## src/pkg/scp_pkg.sv

```systemverilog
package scp_pkg;
  // Clock and link timing
  localparam int CLK_HZ        = 200_000_000;
  localparam int CLK_PERIOD_NS = 5;
  localparam int LINK_BAUD     = 38400;
  localparam int BAUD_DIV_DEF  = CLK_HZ / LINK_BAUD;
  localparam int MS_NS         = 1_000_000;
  localparam int MS_CYCLES_DEF = MS_NS / CLK_PERIOD_NS;

  // Command byte layout
  localparam int CMD_DIR_BIT = 7;
  localparam int CMD_FN_MSB  = 6;
  localparam int CMD_FN_LSB  = 5;
  localparam int CMD_PD_BIT  = 4;
  localparam int CMD_LEN_MSB = 3;
  localparam logic [1:0]  FN_SETPOINT  = 2'h0;
  localparam logic [3:0]  LEN_SETPOINT = 4'h3;
  localparam logic [15:0] SETPOINT_MAX = 16'h2710;
  localparam logic [2:0]  FRAME_LAST   = 3'h4;

  // Reply and text answers
  localparam logic [7:0] REPLY_HDR   = 8'h89;
  localparam logic [3:0] REPLY_LAST  = 4'h9;
  localparam logic [3:0] ACK_LAST    = 4'h2;
  localparam logic [3:0] REPORT_LAST = 4'ha;
  localparam logic [3:0] DIGIT_FIRST = 4'h4;
  localparam logic [3:0] DIGIT_LAST  = 4'h8;

  // Characters
  localparam logic [7:0] CH_A    = 8'h41;
  localparam logic [7:0] CH_D    = 8'h44;
  localparam logic [7:0] CH_I    = 8'h49;
  localparam logic [7:0] CH_P    = 8'h50;
  localparam logic [7:0] CH_R    = 8'h52;
  localparam logic [7:0] CH_S    = 8'h53;
  localparam logic [7:0] CH_Z    = 8'h5a;
  localparam logic [7:0] CH_0    = 8'h30;
  localparam logic [7:0] CH_9    = 8'h39;
  localparam logic [7:0] CH_SP   = 8'h20;
  localparam logic [7:0] CH_BANG = 8'h21;
  localparam logic [7:0] CH_CR   = 8'h0d;
  localparam logic [7:0] CH_LF   = 8'h0a;
  localparam logic [23:0] NAME_SETPOINT = {CH_S, CH_S, CH_P};
  localparam logic [23:0] NAME_REPORT   = {CH_S, CH_A, CH_I};

  typedef enum logic [1:0] {
    TX_NONE   = 2'b00,
    TX_REPLY  = 2'b01,
    TX_ACK    = 2'b10,
    TX_REPORT = 2'b11
  } tx_kind_e;

  typedef enum logic [1:0] {
    RX_IDLE  = 2'b00,
    RX_START = 2'b01,
    RX_DATA  = 2'b10,
    RX_STOP  = 2'b11
  } rx_state_e;
endpackage

```

## src/serial_uart.sv

```systemverilog
`timescale 1ns/1ps
module serial_uart import scp_pkg::*; #(
  parameter int BAUD_DIV = BAUD_DIV_DEF
) (
  // Clock and reset
  input  wire logic       mclk,
  input  wire logic       rstn,
  // Serial pins
  input  wire logic       rxd,
  output logic            txd,
  // Received bytes
  output logic            rx_valid,
  output logic [7:0]      rx_data,
  // Bytes to send
  input  wire logic       tx_valid,
  input  wire logic [7:0] tx_data,
  output logic            tx_ready
);
  localparam logic [15:0] BIT_TOP  = 16'(BAUD_DIV - 1);
  localparam logic [15:0] HALF_TOP = 16'(BAUD_DIV / 2 - 1);
  localparam logic [2:0]  RX_LAST  = 3'h7;
  localparam logic [3:0]  TX_LAST  = 4'h9;

  typedef struct packed {
    rx_state_e   rx_st;
    logic [15:0] rx_cnt;
    logic [2:0]  rx_bit;
    logic [7:0]  rx_sh;
    logic        rx_valid;
    logic        tx_busy;
    logic [15:0] tx_cnt;
    logic [3:0]  tx_bit;
    logic [9:0]  tx_sh;
  } uart_s;

  uart_s st_r, st_nxt;

  assign txd      = st_r.tx_sh[0];
  assign rx_valid = st_r.rx_valid;
  assign rx_data  = st_r.rx_sh;
  assign tx_ready = !st_r.tx_busy;

  always_comb begin
    st_nxt = st_r;
    st_nxt.rx_valid = 1'b0;
    st_nxt.rx_cnt = st_r.rx_cnt + 16'h1;
    // 8N1 framing, LSB first, one bit per BAUD_DIV cycles
    case (st_r.rx_st)
      RX_IDLE: begin
        st_nxt.rx_cnt = 16'h0;
        if (!rxd) st_nxt.rx_st = RX_START;
      end
      RX_START: begin
        if (st_r.rx_cnt == HALF_TOP) begin
          st_nxt.rx_cnt = 16'h0;
          st_nxt.rx_bit = 3'h0;
          // A glitch shorter than half a bit is not a start bit
          st_nxt.rx_st  = rxd ? RX_IDLE : RX_DATA;
        end
      end
      RX_DATA: begin
        if (st_r.rx_cnt == BIT_TOP) begin
          st_nxt.rx_cnt = 16'h0;
          st_nxt.rx_sh  = {rxd, st_r.rx_sh[7:1]};
          st_nxt.rx_bit = st_r.rx_bit + 3'h1;
          if (st_r.rx_bit == RX_LAST) st_nxt.rx_st = RX_STOP;
        end
      end
      RX_STOP: begin
        if (st_r.rx_cnt == BIT_TOP) begin
          // A missing stop bit drops the byte
          st_nxt.rx_valid = rxd;
          st_nxt.rx_st    = RX_IDLE;
        end
      end
      default: st_nxt.rx_st = RX_IDLE;
    endcase

    if (!st_r.tx_busy) begin
      if (tx_valid) begin
        st_nxt.tx_busy = 1'b1;
        st_nxt.tx_cnt  = 16'h0;
        st_nxt.tx_bit  = 4'h0;
        st_nxt.tx_sh   = {1'b1, tx_data, 1'b0};
      end
    end else if (st_r.tx_cnt == BIT_TOP) begin
      st_nxt.tx_cnt = 16'h0;
      st_nxt.tx_sh  = {1'b1, st_r.tx_sh[9:1]};
      st_nxt.tx_bit = st_r.tx_bit + 4'h1;
      if (st_r.tx_bit == TX_LAST) st_nxt.tx_busy = 1'b0;
    end else begin
      st_nxt.tx_cnt = st_r.tx_cnt + 16'h1;
    end
  end

  always_ff @(posedge mclk) begin
    if (!rstn) begin
      st_r <= '0;
      st_r.tx_sh <= '1;
    end else begin
      st_r <= st_nxt;
    end
  end
endmodule

```

## src/serial_setpoint_port.sv

```systemverilog
`timescale 1ns/1ps
// What this block does
// - Binary link runs at 38400 baud on both ends.
// - Address byte content is ignored.
// - Bits 6:5 zero mean setpoint, bit 4 zero means process data.
// - Bits 3:0 count following bytes, three for a setpoint write.
// - Setpoint 0 to 10000 maps to 0 to 100.00 percent.
// - Checksum is command plus both data bytes modulo 256.
// - Reply is 0x89, four 16-bit values, then a checksum.
// - Text link uses 38400 baud, 8 data bits, no parity, 1 stop.
// - Setpoint text command in range updates setpoint and acknowledges.
// - Auto-report 1000 sends a feedback line every second.
// - Auto-report 0 stops the periodic feedback lines.
module serial_setpoint_port import scp_pkg::*; #(
  parameter int BAUD_DIV  = BAUD_DIV_DEF,
  parameter int MS_CYCLES = MS_CYCLES_DEF
) (
  // Clock and reset
  input  wire logic        mclk,
  input  wire logic        rstn,
  // Serial pins
  input  wire logic        rxd,
  output logic             txd,
  // Link selection: 0 binary frames, 1 text commands
  input  wire logic        ascii_mode,
  // Values reported to the host
  input  wire logic [15:0] feedback,
  input  wire logic [15:0] analog_in,
  input  wire logic [15:0] rel_pressure,
  input  wire logic [15:0] free_var9,
  // Controller side
  output logic [15:0]      setpoint,
  output logic             setpoint_strobe,
  output logic             report_on
);
  localparam logic [31:0] MS_TOP = 32'(MS_CYCLES - 1);
  typedef struct packed {
    logic [2:0]  fr_idx;
    logic [7:0]  fr_cmd;
    logic [7:0]  fr_lsb;
    logic [7:0]  fr_msb;
    logic [23:0] name;
    logic [16:0] acc;
    logic        acc_any;
    logic        acc_bad;
    logic [15:0] setpoint;
    logic        sp_strobe;
    logic        report_on;
    logic [13:0] rep_ms;
    logic [31:0] ms_cnt;
    logic [13:0] ms_n;
    logic        reply_due;
    logic        ack_due;
    logic        report_due;
    tx_kind_e    kind;
    logic [3:0]  tx_idx;
    logic        tx_go;
    logic [7:0]  tx_byte;
    logic [63:0] snap;
  } port_s;

  port_s       st_r, st_nxt;
  logic        rx_valid;
  logic [7:0]  rx_data;
  logic        tx_ready;
  logic [15:0] fr_val;
  logic [7:0]  fr_sum;
  logic        frame_end, frame_good, is_digit, txt_eol;
  logic        txt_sp_ok, txt_rep_ok;
  logic [20:0] acc_next;

  serial_uart #(.BAUD_DIV(BAUD_DIV)) serial_uart_i (
    .mclk(mclk), .rstn(rstn), .rxd(rxd), .txd(txd),
    .rx_valid(rx_valid), .rx_data(rx_data), .tx_ready(tx_ready),
    .tx_valid(st_r.tx_go), .tx_data(st_r.tx_byte)
  );

  function automatic logic [7:0] reply_sum(input logic [63:0] s);
    logic [7:0] a;
    a = 8'h0;
    for (int i = 0; i < 8; i++) a = a + s[8*i +: 8];
    return a;
  endfunction
  // Decimal digit, pos 4 is ten-thousands down to pos 0 units
  function automatic logic [7:0] dec_digit(input logic [15:0] v,
                                           input logic [3:0]  pos);
    logic [15:0] q;
    q = pos == 4'h4 ? v / 16'd10000 : pos == 4'h3 ? v / 16'd1000
      : pos == 4'h2 ? v / 16'd100 : pos == 4'h1 ? v / 16'd10 : v;
    return CH_0 + 8'(q % 16'd10);
  endfunction
  function automatic logic [3:0] last_idx(input tx_kind_e k);
    return k == TX_REPLY ? REPLY_LAST : k == TX_ACK ? ACK_LAST : REPORT_LAST;
  endfunction
  function automatic logic [7:0] byte_at(input tx_kind_e k,
                                         input logic [3:0] i,
                                         input logic [63:0] s);
    if (k == TX_REPLY)
      return i == 4'h0 ? REPLY_HDR : i == REPLY_LAST ? reply_sum(s)
             : 8'(s >> {i - 4'h1, 3'h0});
    if (k == TX_ACK)
      return i == 4'h0 ? CH_A : i == 4'h1 ? CH_BANG : CH_CR;
    case (i)
      4'h0:    return CH_A;
      4'h1:    return CH_D;
      4'h2:    return CH_R;
      4'h3:    return CH_SP;
      4'h9:    return CH_CR;
      4'ha:    return CH_LF;
      default: return dec_digit(s[15:0], DIGIT_LAST - i);
    endcase
  endfunction

  assign fr_val    = {st_r.fr_msb, st_r.fr_lsb};
  assign fr_sum    = st_r.fr_cmd + st_r.fr_lsb + st_r.fr_msb;
  assign frame_end = rx_valid && !ascii_mode && st_r.fr_idx == FRAME_LAST;
  assign frame_good = !st_r.fr_cmd[CMD_DIR_BIT]
    && st_r.fr_cmd[CMD_FN_MSB:CMD_FN_LSB] == FN_SETPOINT
    && !st_r.fr_cmd[CMD_PD_BIT]
    && st_r.fr_cmd[CMD_LEN_MSB:0] == LEN_SETPOINT
    && rx_data == fr_sum
    && fr_val <= SETPOINT_MAX;
  assign is_digit   = rx_data >= CH_0 && rx_data <= CH_9;
  assign acc_next   = 21'(st_r.acc * 17'd10) + 21'(rx_data - CH_0);
  assign txt_eol    = rx_valid && ascii_mode
                      && (rx_data == CH_CR || rx_data == CH_LF);
  assign txt_sp_ok  = txt_eol && st_r.name == NAME_SETPOINT
                      && st_r.acc_any && !st_r.acc_bad;
  assign txt_rep_ok = txt_eol && st_r.name == NAME_REPORT
                      && st_r.acc_any && !st_r.acc_bad;
  assign setpoint        = st_r.setpoint;
  assign setpoint_strobe = st_r.sp_strobe;
  assign report_on       = st_r.report_on;

  always_comb begin
    st_nxt = st_r;
    st_nxt.sp_strobe = 1'b0;
    // Transmit sequencer; launch clears first so a new event set wins
    if (st_r.kind == TX_NONE) begin
      st_nxt.tx_idx = 4'h0;
      st_nxt.snap   = {free_var9, rel_pressure, analog_in, feedback};
      if (st_r.reply_due) begin
        st_nxt.kind = TX_REPLY;
        st_nxt.reply_due = 1'b0;
      end else if (st_r.ack_due) begin
        st_nxt.kind = TX_ACK;
        st_nxt.ack_due = 1'b0;
      end else if (st_r.report_due) begin
        st_nxt.kind = TX_REPORT;
        st_nxt.report_due = 1'b0;
      end
    end else if (!st_r.tx_go) begin
      st_nxt.tx_go   = 1'b1;
      st_nxt.tx_byte = byte_at(st_r.kind, st_r.tx_idx, st_r.snap);
    end else if (tx_ready) begin
      st_nxt.tx_go  = 1'b0;
      st_nxt.tx_idx = st_r.tx_idx + 4'h1;
      if (st_r.tx_idx == last_idx(st_r.kind)) st_nxt.kind = TX_NONE;
    end
    // Binary frame: no idle timeout, so a lost byte shifts framing
    if (rx_valid && !ascii_mode) begin
      st_nxt.fr_idx = st_r.fr_idx + 3'h1;
      case (st_r.fr_idx)
        3'h0:    ;
        3'h1:    st_nxt.fr_cmd = rx_data;
        3'h2:    st_nxt.fr_lsb = rx_data;
        3'h3:    st_nxt.fr_msb = rx_data;
        default: begin
          st_nxt.fr_idx = 3'h0;
          if (frame_good) begin
            st_nxt.setpoint  = fr_val;
            st_nxt.sp_strobe = 1'b1;
            st_nxt.reply_due = 1'b1;
          end
        end
      endcase
    end
    // Periodic report timer, period in milliseconds
    if (st_r.report_on) begin
      st_nxt.ms_cnt = st_r.ms_cnt + 32'h1;
      if (st_r.ms_cnt == MS_TOP) begin
        st_nxt.ms_cnt = 32'h0;
        st_nxt.ms_n   = st_r.ms_n + 14'h1;
        if (st_r.ms_n + 14'h1 == st_r.rep_ms) begin
          st_nxt.ms_n = 14'h0;
          st_nxt.report_due = 1'b1;
        end
      end
    end
    // Text commands: name letters, then a decimal argument, then EOL
    if (rx_valid && ascii_mode) begin
      if (rx_data >= CH_A && rx_data <= CH_Z) begin
        st_nxt.name    = {st_r.name[15:0], rx_data};
        st_nxt.acc     = 17'h0;
        st_nxt.acc_any = 1'b0;
        st_nxt.acc_bad = 1'b0;
      end else if (is_digit) begin
        st_nxt.acc_any = 1'b1;
        if (acc_next > 21'(SETPOINT_MAX)) st_nxt.acc_bad = 1'b1;
        else if (!st_r.acc_bad) st_nxt.acc = 17'(acc_next);
      end else if (txt_eol) begin
        st_nxt.name = 24'h0;
        st_nxt.acc  = 17'h0;
        st_nxt.acc_any = 1'b0;
        st_nxt.acc_bad = 1'b0;
        if (txt_sp_ok) begin
          st_nxt.setpoint  = st_r.acc[15:0];
          st_nxt.sp_strobe = 1'b1;
          st_nxt.ack_due   = 1'b1;
        end
        if (txt_rep_ok) begin
          st_nxt.report_on = st_r.acc != 17'h0;
          st_nxt.rep_ms    = st_r.acc[13:0];
          st_nxt.ms_cnt    = 32'h0;
          st_nxt.ms_n      = 14'h0;
          if (st_r.acc == 17'h0) st_nxt.report_due = 1'b0;
        end
      end
    end
  end

  always_ff @(posedge mclk) begin
    if (!rstn) st_r <= '0;
    else st_r <= st_nxt;
  end
endmodule

```

## config.mk

```make
export PLATFORM = sky130hd
export DESIGN_NAME = serial_setpoint_port
export DESIGN_NICKNAME = d
export VERILOG_FILES = /design/src/pkg/scp_pkg.sv /design/src/serial_uart.sv /design/src/serial_setpoint_port.sv
export SDC_FILE = /design/constraint.sdc
export NUM_CORES = 1
export LEC_CHECK = 0
export ABC_AREA = 1
export BUFFER_PORTS_ARGS = -buffer_cell sky130_fd_sc_hd__buf_4
export CAP_MARGIN = 20
export CORE_UTILIZATION = 58
export CTS_CLUSTER_SIZE = 12
export DETAILED_ROUTE_END_ITERATION = 16
export PLACE_DENSITY = 0.8
export SYNTH_ARGS = -nofsm -noshare
export SYNTH_HDL_FRONTEND = slang
export SYNTH_HIERARCHICAL = 1
export SYNTH_SLANG_ARGS = --single-unit
export TNS_END_PERCENT = 100
```

## constraint.sdc

```tcl
create_clock -name mclk -period 13.4 [get_ports mclk]
set_clock_uncertainty 0.15 [all_clocks]
set_input_delay 0.67 -clock mclk [delete_from_list [all_inputs] [get_ports mclk]]
set_output_delay 0.67 -clock mclk [all_outputs]
set_load 0.005 [all_outputs]
```

==> impl_metrics.env <==
export IMPL_outcome="completed"
export IMPL_ys_warn_count=6
export IMPL_instances_no_fill=3814
export IMPL_clk_pin_slew_ps=70
export IMPL_routedWlPerCell_um=14.4
export IMPL_synth_top_area_share_pct=26.4
export IMPL_yosysTopAreaCell="dfxtp_1"
export IMPL_netlist_area_um2=22100
export IMPL_ys_types=69
export IMPL_grt_pass1_vias=20300
export IMPL_synth_cells=3272
export IMPL_n_antenna_cell=0
export IMPL_root_buffer="clkbuf_16"
export IMPL_hold_path_class="in2reg"
export IMPL_ys_seq_area_share_pct=26.4
export IMPL_io_buffers=86
export IMPL_max_stage_delay_ps=980
export IMPL_cts_buffer_depth=3
export IMPL_dieArea_um2=38800
export IMPL_syn_to_final_growth_pct=7.64
export IMPL_fmax_ghz=0.107
export IMPL_post_route_period_util_pct=69.8
export IMPL_post_cts_buffers=0
export IMPL_finalSetupTns_ps=0
export IMPL_ios=87
export IMPL_critPathMostFrequentCell="nand2_1"
export IMPL_cts_tree="done"
export IMPL_avgSynthCellArea_um2=6.74
export IMPL_row_count=71
export IMPL_drt_total_wl_um=54800
export IMPL_ys_flop_type="dfxtp_1"
export IMPL_grt_pass1_wl_um=93000
export IMPL_vias=21500
export IMPL_ys_ff_latch=291
export IMPL_clock_latency_ps=600
export IMPL_final_hold_viol_count=0
export IMPL_whs_ps=149
export IMPL_cp_buffers_inverters=8
export IMPL_startpoint_type="flip-flop"
export IMPL_worst_slack_ps=4050
export IMPL_drcViolationCount=0
export IMPL_dp_hpwl_um=41200
export IMPL_cts_buffers_inserted=31
export IMPL_dr_pass1_iters=6
export IMPL_dpl_cell_count=3759
export IMPL_coreArea_um2=37600
export IMPL_die_height_um=197
export IMPL_antenna_left=0
export IMPL_grt_overflow=0
export IMPL_antenna_found_initial=0
export IMPL_synthTopCellsByArea="dfxtp_1 26%, nand2_1 10%, inv_1 6.9%, o21ai_0 5.9%, a21oi_1 5.8%"
export IMPL_cts_resized_gates=0
export IMPL_rsz0062_at_grt="no"
export IMPL_syn_nets=3481
export IMPL_drv_cap=0
export IMPL_finalCriticalPeriod_ps=9350
export IMPL_max_slew_margin_pct=32.1
export IMPL_crit_family="simple AND/OR/NAND/NOR gates"
export IMPL_endpoint_kind="flip-flop"
export IMPL_grt_max_degree=86
export IMPL_tightest_slew_ps=1020
export IMPL_drv_slew=0
export IMPL_htreeDepth=1
export IMPL_dp_slack_ps=4240
export IMPL_synth_edf_count=0
export IMPL_drtIter0Drc=1488
export IMPL_slowest_stage="dfxtp_1"
export IMPL_ctsHoldBuffers=0
export IMPL_arrival_ps=9680
export IMPL_routabilityCongestion=0.924
export IMPL_finalSetupViolations=0
export IMPL_required_ps=13730
export IMPL_track_usage_pct=28.1
export IMPL_layout_nets=3492
export IMPL_async_reset_ff_share_pct=0
export IMPL_num_fill_cells=3334
export IMPL_crit_fanout=47
export IMPL_dieWidth_um=197
export IMPL_cts_sinks=291
export IMPL_critical_path_class="reg2reg"
export IMPL_via_per_inst=5.64
export IMPL_start_util_pct=58.7
export IMPL_layout_drive_gt1_share_pct=11.0
==> cells in the mapped netlist, types with 11 or more instances <==
library cell / n
a21oi_1: 254
buf_4: 26
clkbuf_1: 69
dfxtp_1: 291
fa_1: 49
ha_1: 92
inv_1: 403
inv_2: 39
nand2_1: 601
nand2_2: 74
nand2_4: 14
nand3_1: 211
nand3_2: 18
nand4_1: 61
nor2_1: 315
nor2_2: 29
nor2_4: 11
nor3_1: 56
nor4_1: 29
o211ai_1: 23
o21ai_0: 260
o21ai_1: 29
o21bai_1: 17
o22ai_1: 24
xnor2_1: 35
xor2_1: 102
==> layout make-up <==
cell class	count	area, um2	area share [%]
inverter	457	1750	7.37
timing repair buffer	94	718	3.02
tap	511	639	2.69
sequential	291	5830	24.5
clock inverter	5	47.5	0.200
clock buffer	48	930	3.91
multi-input combinational	2408	13800	58.3
==> logic make-up (layout without fill, tap and decap cells) <==
| logic type | after synthesis | after routing | synth area share, % |
|---|---|---|---|
| DFF | 291 | 291 | 26.4 |
| adders and majority gates | 141 | 141 | 9.66 |
| buffers and inverters | 573 | 604 | 10.9 |
| AOI/OAI and AO/OA | 664 | 664 | 16.6 |
| xor gates and xnor gates | 137 | 137 | 5.44 |
| and+or+nand+nor | 1462 | 1462 | 30.8 |
| muxes | 4 | 4 | 0.181 |
==> layer usage <==
layer  routed length, um  up-vias  track usage [%]
li1                    -    10700                -
met1               24300    10000             35.9
met2               26100      640             48.6
met3                3040      116             3.55
met4                1450        0             9.82
met5                   0        -                0
==> final timing paths <==
kind / from / endpoint / slack (ps) / depth (start not counted)
setup / recovery: st_r[73]$_SDFFE_PP0P_ / st_r[69]$_SDFFE_PN0P_ / 4050 / 64
hold / removal: feedback[0] / st_r[0]$_SDFFE_PN0P_ / 150 / 3
setup reg to reg: st_r[73]$_SDFFE_PP0P_ / st_r[69]$_SDFFE_PN0P_ / 4050 / 64
hold reg to reg: serial_uart_i/st_r[43]$_SDFF_PN0_ / serial_uart_i/st_r[43]$_SDFF_PN0_ / 310 / 1
==> state kept, by name (all words and copies together), names as in the netlist <==
register and cells:
fr_val 16, report_on 1, serial_uart_i/rx_data 8, serial_uart_i/rx_valid 1, serial_uart_i/st_r 51, serial_uart_i/txd 1
setpoint 16, setpoint_strobe 1, st_r 196
==> worst reg2reg max path, delay by kind of cell (launching register included) <==
| kind | cells | cell delay, ps |
|---|---|---|
| compound gates | 6 | 840 |
| flops | 1 | 980 |
| xor+xnor | 2 | 310 |
| simple gates | 44 | 4490 |
| fa+ha+maj | 4 | 1120 |
| buf+inv | 8 | 1300 |
==> placed cells by master (no fill, tap or decap), types with 11 or more instances in the layout <==
master,Yosys,routed
nand2_1,601,601
inv_1,403,403
nor2_1,315,314
dfxtp_1,291,291
o21ai_0,260,260
a21oi_1,254,254
nand3_1,211,211
xor2_1,102,102
ha_1,92,92
buf_4,26,92
nand2_2,74,74
nand4_1,61,61
nor3_1,56,56
fa_1,49,49
inv_2,39,39
xnor2_1,35,35
clkbuf_16,0,31
nor2_2,29,30
o21ai_1,29,29
nor4_1,29,29
o22ai_1,24,24
o211ai_1,23,23
nand3_2,18,18
o21bai_1,17,17
nand2_4,14,14
nor2_4,11,11
clkbuf_8,6,11
==> through the flow <==
stage | utilization, % | instance area [um2]
final | 63.2 | 23700
after global routing | 63.2 | 23700
after CTS | 63.1 | 23700
after detailed placement | 60.5 | 22700
after global placement | 60.5 | 22700
after floorplan | - | 22100
Power is not shown: default switching activity piles up to over one toggle a cycle in this logic, so the estimate is an artifact.
